`src/logic/mprc_map.svh`:
```
`ifndef MPRC_MAP_SVH
`define MPRC_MAP_SVH

// ---------------------------------------------------------------
// timing
// ---------------------------------------------------------------
`define MPRC_CLK_MHZ        50
`define MPRC_RST_PULSE_US   1000
`define MPRC_NOTICE_US      10
`define MPRC_RST_CNT_W      17
`define MPRC_NTC_CNT_W      10

// ---------------------------------------------------------------
// conditioned input positions and reset levels
// ---------------------------------------------------------------
`define MPRC_IN_W           5
`define MPRC_IN_PWR         0
`define MPRC_IN_RST         1
`define MPRC_IN_SUPPLY      2
`define MPRC_IN_WAKE        3
`define MPRC_IN_MAIN_LOW    4
`define MPRC_IN_RST_VAL     5'h0B

`endif

```
`src/logic/mprc_pkg.sv`:
```
package mprc_pkg;

  // ---------------------------------------------------------------
  // power states
  // ---------------------------------------------------------------
  typedef enum logic [2:0] {
    ST_SOFT_OFF,
    ST_POWER_UP,
    ST_RUN,
    ST_NOTICE,
    ST_SLEEP_RAM,
    ST_SLEEP_DISK
  } mprc_state_t;

  // ---------------------------------------------------------------
  // suspend targets requested by software
  // ---------------------------------------------------------------
  typedef enum logic [1:0] {
    TGT_RAM,
    TGT_DISK,
    TGT_OFF
  } mprc_target_t;

endpackage : mprc_pkg

```
`src/logic/mprc_cond_if.sv`:
```
`timescale 1ns/1ps
`include "mprc_map.svh"

interface mprc_cond_if;
  logic [`MPRC_IN_W-1:0] level;
  logic [`MPRC_IN_W-1:0] fall;
  logic [`MPRC_IN_W-1:0] rise;

  modport cond (output level, output fall, output rise);
  modport user (input level, input fall, input rise);
endinterface : mprc_cond_if

```
`src/logic/mprc_sync.sv`:
```
`timescale 1ns/1ps
`include "mprc_map.svh"

module mprc_sync (
  // clock and reset
  input  wire logic                  clk,
  input  wire logic                  reset_n,
  // raw pins
  input  wire logic [`MPRC_IN_W-1:0] raw,
  // conditioned view
  mprc_cond_if.cond                  cond
);
  import mprc_pkg::*;

  // ---------------------------------------------------------------
  // three-stage capture, accept when stages two and three agree
  // ---------------------------------------------------------------
  logic [`MPRC_IN_W-1:0] ff1;
  logic [`MPRC_IN_W-1:0] ff2;
  logic [`MPRC_IN_W-1:0] ff3;
  logic [`MPRC_IN_W-1:0] stable;
  logic [`MPRC_IN_W-1:0] fall;
  logic [`MPRC_IN_W-1:0] rise;
  logic [`MPRC_IN_W-1:0] next_stable;
  logic [`MPRC_IN_W-1:0] next_fall;
  logic [`MPRC_IN_W-1:0] next_rise;

  always_comb begin
    for (int i = 0; i < `MPRC_IN_W; i++) begin
      next_stable[i] = (ff2[i] == ff3[i]) ? ff3[i] : stable[i];
    end
    next_fall = stable & ~next_stable;
    next_rise = ~stable & next_stable;
  end

  always_ff @(posedge clk or negedge reset_n) begin
    if (!reset_n) begin
      ff1    <= `MPRC_IN_RST_VAL;
      ff2    <= `MPRC_IN_RST_VAL;
      ff3    <= `MPRC_IN_RST_VAL;
      stable <= `MPRC_IN_RST_VAL;
      fall   <= '0;
      rise   <= '0;
    end else begin
      ff1    <= raw;
      ff2    <= ff1;
      ff3    <= ff2;
      stable <= next_stable;
      fall   <= next_fall;
      rise   <= next_rise;
    end
  end

  assign cond.level = stable;
  assign cond.fall  = fall;
  assign cond.rise  = rise;

endmodule : mprc_sync

```
`src/logic/mprc_top.sv`:
```
// Function
// - power button falling edge leaves soft-off
// - reset button active low, edge triggered
// - one reset per edge, not held
// - carrier reset output driven active low
// - reset on button, supply, main, watchdog, software
// - suspend notice low before suspend entry
// - ram sleep output low only in ram sleep
// - disk sleep output low only in disk sleep
// - soft-off output shows soft-off state
// - watchdog output high after timeout until cleared, timeout wins over clear
// - pcie wake falling edge wakes system
`timescale 1ns/1ps
`include "mprc_map.svh"

module mprc_top #(
  parameter int RESET_PULSE_US = `MPRC_RST_PULSE_US
) (
  // clock and reset
  input  wire logic                  clk,
  input  wire logic                  reset_n,
  // carrier pins
  input  wire logic                  power_button_n,
  input  wire logic                  reset_button_n,
  input  wire logic                  supply_good,
  input  wire logic                  pcie_wake_n,
  input  wire logic                  main_supply_low,
  // on-chip requests
  input  wire logic                  watchdog_timeout,
  input  wire logic                  watchdog_clear,
  input  wire logic                  sw_reset_req,
  input  wire logic                  sleep_req,
  input  wire mprc_pkg::mprc_target_t sleep_target,
  // carrier outputs
  output logic                       carrier_reset_n,
  output logic                       suspend_imminent_n,
  output logic                       sleep_ram_n,
  output logic                       sleep_disk_n,
  output logic                       soft_off_n,
  output logic                       watchdog_expired_out,
  output mprc_pkg::mprc_state_t      power_state
);
  import mprc_pkg::*;

  // ---------------------------------------------------------------
  // timing counts
  // ---------------------------------------------------------------
  localparam logic [`MPRC_RST_CNT_W-1:0] RST_CYC =
    `MPRC_RST_CNT_W'(RESET_PULSE_US * `MPRC_CLK_MHZ);
  localparam logic [`MPRC_NTC_CNT_W-1:0] NTC_CYC =
    `MPRC_NTC_CNT_W'(`MPRC_NOTICE_US * `MPRC_CLK_MHZ);

  // ---------------------------------------------------------------
  // input conditioning
  // ---------------------------------------------------------------
  mprc_cond_if cond_bus ();
  logic [`MPRC_IN_W-1:0] raw_in;

  assign raw_in = {main_supply_low, pcie_wake_n, supply_good,
                   reset_button_n, power_button_n};

  mprc_sync u_sync (
    .clk     (clk),
    .reset_n (reset_n),
    .raw     (raw_in),
    .cond    (cond_bus.cond)
  );

  logic pwr_fall;
  logic rst_fall;
  logic supply_ok;
  logic supply_fall;
  logic wake_fall;
  logic main_low;
  logic main_rise;

  assign pwr_fall    = cond_bus.fall[`MPRC_IN_PWR];
  assign rst_fall    = cond_bus.fall[`MPRC_IN_RST];
  assign supply_ok   = cond_bus.level[`MPRC_IN_SUPPLY];
  assign supply_fall = cond_bus.fall[`MPRC_IN_SUPPLY];
  assign wake_fall   = cond_bus.fall[`MPRC_IN_WAKE];
  assign main_low    = cond_bus.level[`MPRC_IN_MAIN_LOW];
  assign main_rise   = cond_bus.rise[`MPRC_IN_MAIN_LOW];

  // ---------------------------------------------------------------
  // state and counters
  // ---------------------------------------------------------------
  mprc_state_t                state;
  mprc_state_t                next_state;
  mprc_target_t               target;
  mprc_target_t               next_target;
  logic [`MPRC_RST_CNT_W-1:0] rst_cnt;
  logic [`MPRC_RST_CNT_W-1:0] next_rst_cnt;
  logic [`MPRC_NTC_CNT_W-1:0] ntc_cnt;
  logic [`MPRC_NTC_CNT_W-1:0] next_ntc_cnt;
  logic                       wdt_flag;
  logic                       next_wdt_flag;
  logic                       reset_trigger;
  logic                       supply_bad;

  assign supply_bad    = !supply_ok || main_low;
  assign reset_trigger = rst_fall || supply_fall || main_rise ||
                         watchdog_timeout || sw_reset_req;

  always_comb begin
    next_state    = state;
    next_target   = target;
    next_ntc_cnt  = ntc_cnt;
    next_rst_cnt  = rst_cnt;
    next_wdt_flag = wdt_flag;
    if (rst_cnt != '0) begin
      next_rst_cnt = rst_cnt - 1'b1;
    end
    if (reset_trigger && state == ST_RUN) begin
      next_rst_cnt = RST_CYC;
    end
    if (watchdog_clear) begin
      next_wdt_flag = 1'b0;
    end
    if (watchdog_timeout) begin
      next_wdt_flag = 1'b1;
    end
    unique case (state)
      ST_SOFT_OFF: begin
        if (pwr_fall || wake_fall) begin
          next_state = ST_POWER_UP;
        end
      end
      ST_POWER_UP: begin
        if (!supply_bad) begin
          next_state   = ST_RUN;
          next_rst_cnt = RST_CYC;
        end
      end
      ST_RUN: begin
        if (sleep_req || pwr_fall) begin
          next_state   = ST_NOTICE;
          next_target  = sleep_req ? sleep_target : TGT_OFF;
          next_ntc_cnt = NTC_CYC;
        end
      end
      ST_NOTICE: begin
        if (ntc_cnt != '0) begin
          next_ntc_cnt = ntc_cnt - 1'b1;
        end else begin
          unique case (target)
            TGT_RAM:  next_state = ST_SLEEP_RAM;
            TGT_DISK: next_state = ST_SLEEP_DISK;
            TGT_OFF:  next_state = ST_SOFT_OFF;
            default:  next_state = ST_SOFT_OFF;
          endcase
        end
      end
      ST_SLEEP_RAM, ST_SLEEP_DISK: begin
        if (pwr_fall || wake_fall) begin
          next_state = ST_POWER_UP;
        end
      end
      default: next_state = ST_SOFT_OFF;
    endcase
  end

  always_ff @(posedge clk or negedge reset_n) begin
    if (!reset_n) begin
      state    <= ST_SOFT_OFF;
      target   <= TGT_OFF;
      rst_cnt  <= '0;
      ntc_cnt  <= '0;
      wdt_flag <= 1'b0;
    end else begin
      state    <= next_state;
      target   <= next_target;
      rst_cnt  <= next_rst_cnt;
      ntc_cnt  <= next_ntc_cnt;
      wdt_flag <= next_wdt_flag;
    end
  end

  // ---------------------------------------------------------------
  // registered pin outputs
  // ---------------------------------------------------------------
  logic next_carrier_reset_n;
  logic next_suspend_imminent_n;
  logic next_sleep_ram_n;
  logic next_sleep_disk_n;
  logic next_soft_off_n;

  always_comb begin
    next_carrier_reset_n = next_state == ST_RUN &&
                           next_rst_cnt == '0 && !supply_bad;
    next_suspend_imminent_n = next_state == ST_RUN ||
                              next_state == ST_POWER_UP;
    next_sleep_ram_n  = next_state != ST_SLEEP_RAM;
    next_sleep_disk_n = next_state != ST_SLEEP_DISK;
    next_soft_off_n   = next_state != ST_SOFT_OFF;
  end

  always_ff @(posedge clk or negedge reset_n) begin
    if (!reset_n) begin
      carrier_reset_n      <= 1'b0;
      suspend_imminent_n   <= 1'b0;
      sleep_ram_n          <= 1'b1;
      sleep_disk_n         <= 1'b1;
      soft_off_n           <= 1'b0;
      watchdog_expired_out <= 1'b0;
      power_state          <= ST_SOFT_OFF;
    end else begin
      carrier_reset_n      <= next_carrier_reset_n;
      suspend_imminent_n   <= next_suspend_imminent_n;
      sleep_ram_n          <= next_sleep_ram_n;
      sleep_disk_n         <= next_sleep_disk_n;
      soft_off_n           <= next_soft_off_n;
      watchdog_expired_out <= next_wdt_flag;
      power_state          <= next_state;
    end
  end

endmodule : mprc_top

```
`config.mk`:
```
export PLATFORM = sky130hd
export DESIGN_NAME = mprc_top
export DESIGN_NICKNAME = d
export VERILOG_FILES = /design/src/logic/mprc_pkg.sv /design/src/logic/mprc_cond_if.sv /design/src/logic/mprc_sync.sv /design/src/logic/mprc_top.sv
export VERILOG_INCLUDE_DIRS = /design/src /design/src/logic
export SDC_FILE = /design/constraint.sdc
export NUM_CORES = 1
export LEC_CHECK = 0
export BUFFER_PORTS_ARGS = -buffer_cell sky130_fd_sc_hd__buf_2
export CAP_MARGIN = 20
export CORE_MARGIN = 3
export CORE_UTILIZATION = 45
export DETAILED_ROUTE_END_ITERATION = 8
export HOLD_SLACK_MARGIN = 0.02
export SLEW_MARGIN = 5
export SYNTH_ARGS = -nofsm -noshare
export SYNTH_HDL_FRONTEND = slang
export SYNTH_HIERARCHICAL = 1
export SYNTH_SLANG_ARGS = --single-unit
export TNS_END_PERCENT = 1
```
`constraint.sdc`:
```
create_clock -name clk -period 4.6 [get_ports clk]
set_input_delay 0.69 -clock clk [delete_from_list [all_inputs] [get_ports clk]]
set_output_delay 0.69 -clock clk [all_outputs]
set_load 0.02 [all_outputs]
```
---- Word level (Yosys, flattened, before mapping) ----
Cells that the tools add are included.
storage, ports and cells
  input bits .............................. 13
  output and inout port bits .............. 9
  flip-flop bits (word level) ............. 67
cells by class
  mux-type cells .......................... 21
  reductions and logical operators ........ 24
  equality and inequality tests ........... 17
  $add $sub $neg .......................... 2
  bitwise operators ....................... 4
operators with widths
  kind                   number
  $mux 17                4
  $mux 10                2
  $pmux 10 s2            1
  $logic_not 17->1       1
  $reduce_bool 17->1     1
  $sub 17x1->17 const B  1
  $mux 3                 4
  $pmux 3 s4             1
  $reduce_bool 10->1     1
  $sub 10x1->10 const B  1
  $eq 3x2->1 const B     3
  $logic_or 1x1->1       8
  $mux 1                 7
  $eq 3x1->1 const B     2
  $eq 3x3->1 const B     2
  $ne 3x3->1 const B     2
  $pmux 3 s2             1
  $and 5x5->5            1
  $eq 1x1->1             5
  $not 5->5              1
  $and 4x4->4            1
  $not 4->4              1
  $reduce_bool 2->1      2
  $logic_and 1x1->1      3
  11 further kinds       12

---- Logic depth before layout (Yosys ltp) ----
  word-level depth ........................ 11
  gate-level depth with buffers ........... 8
  gate-level depth less buffers ........... 7

---- Hierarchy ----
Netlist, hierarchy kept.
modules (own cells, without submodules)
  module     area an instance (µm²)  cells an instance  sequential area each (µm²)  times used
  mprc_top   2037.0                  212                954.7                       1
  mprc_sync  904.6                   45                 765.7                       1

---- Least setup slack after synthesis ----
No wires, ideal clock.
  path type ............................... register to register
  start ................................... register rst_cnt[5]
  end ..................................... register carrier_reset_n
  arrival time ............................ 1913 ps
  cell stages (with the launch flop) ...... 6
  path slack .............................. 2562 ps
  setup time .............................. 125 ps
  period minus slack after synthesis ...... 2038 ps
  cells stage by stage .................... dfrtp_1 > or4_4 > or3_4 > or3_2 > nand4b_1 > nor4_1
on the way
  longest elaborated chain between the ends .. 8
  elaborated cells between the ends (all ways) .. 9
  classes of those cells .................. 1 x add/sub; 4 x mux; 4 x reduce/logical
RTL lines
  item                                                 RTL line                          source
  start: declaration                                   mprc_top.sv:92                    logic [`MPRC_RST_CNT_W-1:0] rst_cnt;
  start signal: assignment                             mprc_top.sv:173                   rst_cnt <= next_rst_cnt;
  $sub 17x1->17 or $reduce_bool 17->1 (tied branches)  mprc_top.sv:112, mprc_top.sv:111
  $mux 17 *                                            mprc_top.sv:111                   if (rst_cnt != '0) begin
  $mux 17 *                                            mprc_top.sv:114                   if (reset_trigger && state == ST_RUN) begin
  $mux 17                                              mprc_top.sv:130                   if (!supply_bad) begin
  $mux 17 *                                            mprc_top.sv:123                   unique case (state)
  $logic_not 17->1 *                                   mprc_top.sv:190                   next_rst_cnt == '0 && !supply_bad;
  $logic_and 1x1->1 *                                  mprc_top.sv:189                   next_carrier_reset_n = next_state == ST_RUN &&
  $logic_and 1x1->1 *                                  mprc_top.sv:190
  net next_carrier_reset_n                             mprc_top.sv:182                   logic next_carrier_reset_n;
  end signal: assignment                               mprc_top.sv:208                   carrier_reset_n <= next_carrier_reset_n;
  end: declaration                                     mprc_top.sv:35                    output logic carrier_reset_n,
The timed path passes the listed nets; every way through them passes the cells marked *.
A chain may end at the register's enable or synchronous reset.

---- Worst setup path after layout ----
  start ................................... register ntc_cnt[0]
  end ..................................... register soft_off_n
on the way
  longest elaborated chain between the ends .. 4
RTL lines
  item                      RTL line         source
  start: declaration        mprc_top.sv:94   logic [`MPRC_NTC_CNT_W-1:0] ntc_cnt;
  start signal: assignment  mprc_top.sv:174  ntc_cnt <= next_ntc_cnt;
  $reduce_bool 10->1        mprc_top.sv:143  if (ntc_cnt != '0) begin
  $mux 3                    mprc_top.sv:143
  $pmux 3 s4                mprc_top.sv:123
  net next_state[1]         mprc_top.sv:89   mprc_state_t next_state;
  $reduce_bool 3->1         mprc_top.sv:195  next_soft_off_n = next_state != ST_SOFT_OFF;
  net next_soft_off_n       mprc_top.sv:186  logic next_soft_off_n;
  end signal: assignment    mprc_top.sv:212  soft_off_n <= next_soft_off_n;
  end: declaration          mprc_top.sv:39   output logic soft_off_n,
The timed path passes the listed nets, and every way through them passes these cells.

==> metrics.cfg <==
[die]
core_area_um2=5740
die_h_um=84.5
start_util_pct=48.3
pin_count=22
rows=27
die_w_um=84.5
die_area_um2=7140

[sta]
clock_skew_ns=0.00636
fin_tns_setup_ns=0
post-route-period-util_pct=53.7
slew_viol_final=0
fin_crit_ns=2.47
rsz0062_at_grt=false
max_slew_margin_pct=57.9
hold_viol=0
fmax_ghz=0.405
setup_viol_count_final=0
worst_slack_ns=2.13
max_slew.worst_pin.slew_ns=0.616

[setup_path]
path_max_fanout=12
critPathArrivalTime_ns=2.68
crit_type=flip-flop to flip-flop
cp-end-kind=flip-flop
cp_data_required_time_ns=4.81
critPathLaunchType=flip-flop

[pwr]
powerDensity_nw_per_um2=530
peakVddDrop_mv=0.301
p_leak_nw=1.24
finalPower_mw=1.66

[finish]
fin_nets=292
final_cell_mix=48 x dfrtp_1, 21 x buf_2, 19 x nor2_1, 17 x nand2_1
fillers=514
final_common_cell=dfrtp_1
drive_above_1_share_pct=24.2
stdcell_count=353
diodes=0
area_growth_syn_to_layout_pct=13.3

[drt]
wl_per_cell_um=14.7
dr.pass1.iters=4
vias_per_cell=5.46
num_vias=1927
routed_wl_um=5190
detail-route-antenna-nets=0
drc=0
drtIter0Drc=157

[placement]
dp.cells=337
routabilityCongestion=0.919
numPortBuffers=21
dp_slack_ns=2.18
dp_hpwl_um=3730

[clock_tree]
numCtsBuffers=9
clk_latency_ns=0.33
ctsResizeCount=0
clk_pin_slew_ns=0.07
holdBufCountCts=0
post_cts_buffers=0
clockBufferDepth=2
clock-root-buffer=clkbuf_8
h-tree-depth=3
numClockSinks=63
cts_tree=built

[yosys]
netlist_area_um2=2770
yosys_warnings=6
netlist_instances=247
avgSynthCellArea_um2=11.2
syn-num-nets=263

[global_route]
grt_pass1_wl_um=8710
antenna_found_initial=0
grt_max_degree=39
grt_use_total_pct=15.8
grt-ovfl-total=0
first_global_vias=1814

[min_path]
min_path_type=primary input to async pin

[job]
drv_cap=0

[outcome]
run_status=completed

## path summary, 6_finish.rpt
path                                from       endpoint  slack, ns  depth (start not counted)
max in group asynchronous        reset_n  u_sync/ff1[3]       3.38                          2
hold reg to reg            u_sync/ff1[4]  u_sync/ff2[4]       0.36                          0
hold / removal                   reset_n     ntc_cnt[4]       0.34                          1
setup reg to reg              ntc_cnt[0]     soft_off_n       2.13                          7
min in group clk           u_sync/ff1[4]  u_sync/ff2[4]       0.36                          0
setup / recovery              ntc_cnt[0]     soft_off_n       2.13                          7
## worst max-delay path, cell delays in order (launching register included)
cell and delay (ns):
dfrtp_1 0.41, inv_1 0.07, ha_1 0.15, nor2b_1 0.28, nand4_1 0.46, a31oi_1 0.53
inv_1 0.10, or3_1 0.35
## through the flow
step           util [%]  hold WS (ns)  cell area (um2)
6_report           54.7         0.337             3140
5_1_grt            54.7         0.361             3140
4_1_cts            54.7         0.341             3140
3_5_place_dp       51.5         0.336             2960
3_3_place_gp       51.5         0.338             2960
2_1_floorplan         -         0.331             2770
## routing by layer
metal	wire length, um	share of wire, %	track usage (%)	up-vias
met2	2120	41	20.5	42
met5	0	0	0	-
li1	-	-	-	957
met4	109	2.1	10.6	0
met1	2710	52	22.6	919
met3	257	5.0	4.32	9
## where the power goes
part	internal, mW	leakage (nW)	switching (mW)
Combinational	0.189	0.433	0.270
Clock	0.211	0.0849	0.218
Sequential	0.664	0.723	0.111
Total	1.06	1.24	0.599
## final cells by class
class	instances	area (um2)	share of cell area (%)
Clock buffer	10	138	4.38
Tap cell	72	90.1	2.87
Timing Repair Buffer	22	113	3.58
Multi-Input combinational cell	171	1130	35.9
Clock inverter	6	45.0	1.43
Inverter	9	33.8	1.08
Sequential cell	63	1600	50.8
## flip-flops by register name, indices dropped and copies added, names as in the netlist, 2 cells and up
name,flops
u_sync/ff3,5
u_sync/ff2,5
u_sync/ff1,5
rst_cnt,17
target,2
u_sync/cond.fall,4
u_sync/cond.level,5
ntc_cnt,10
power_state,3
Note: power is estimated with default switching activity, not from simulation.
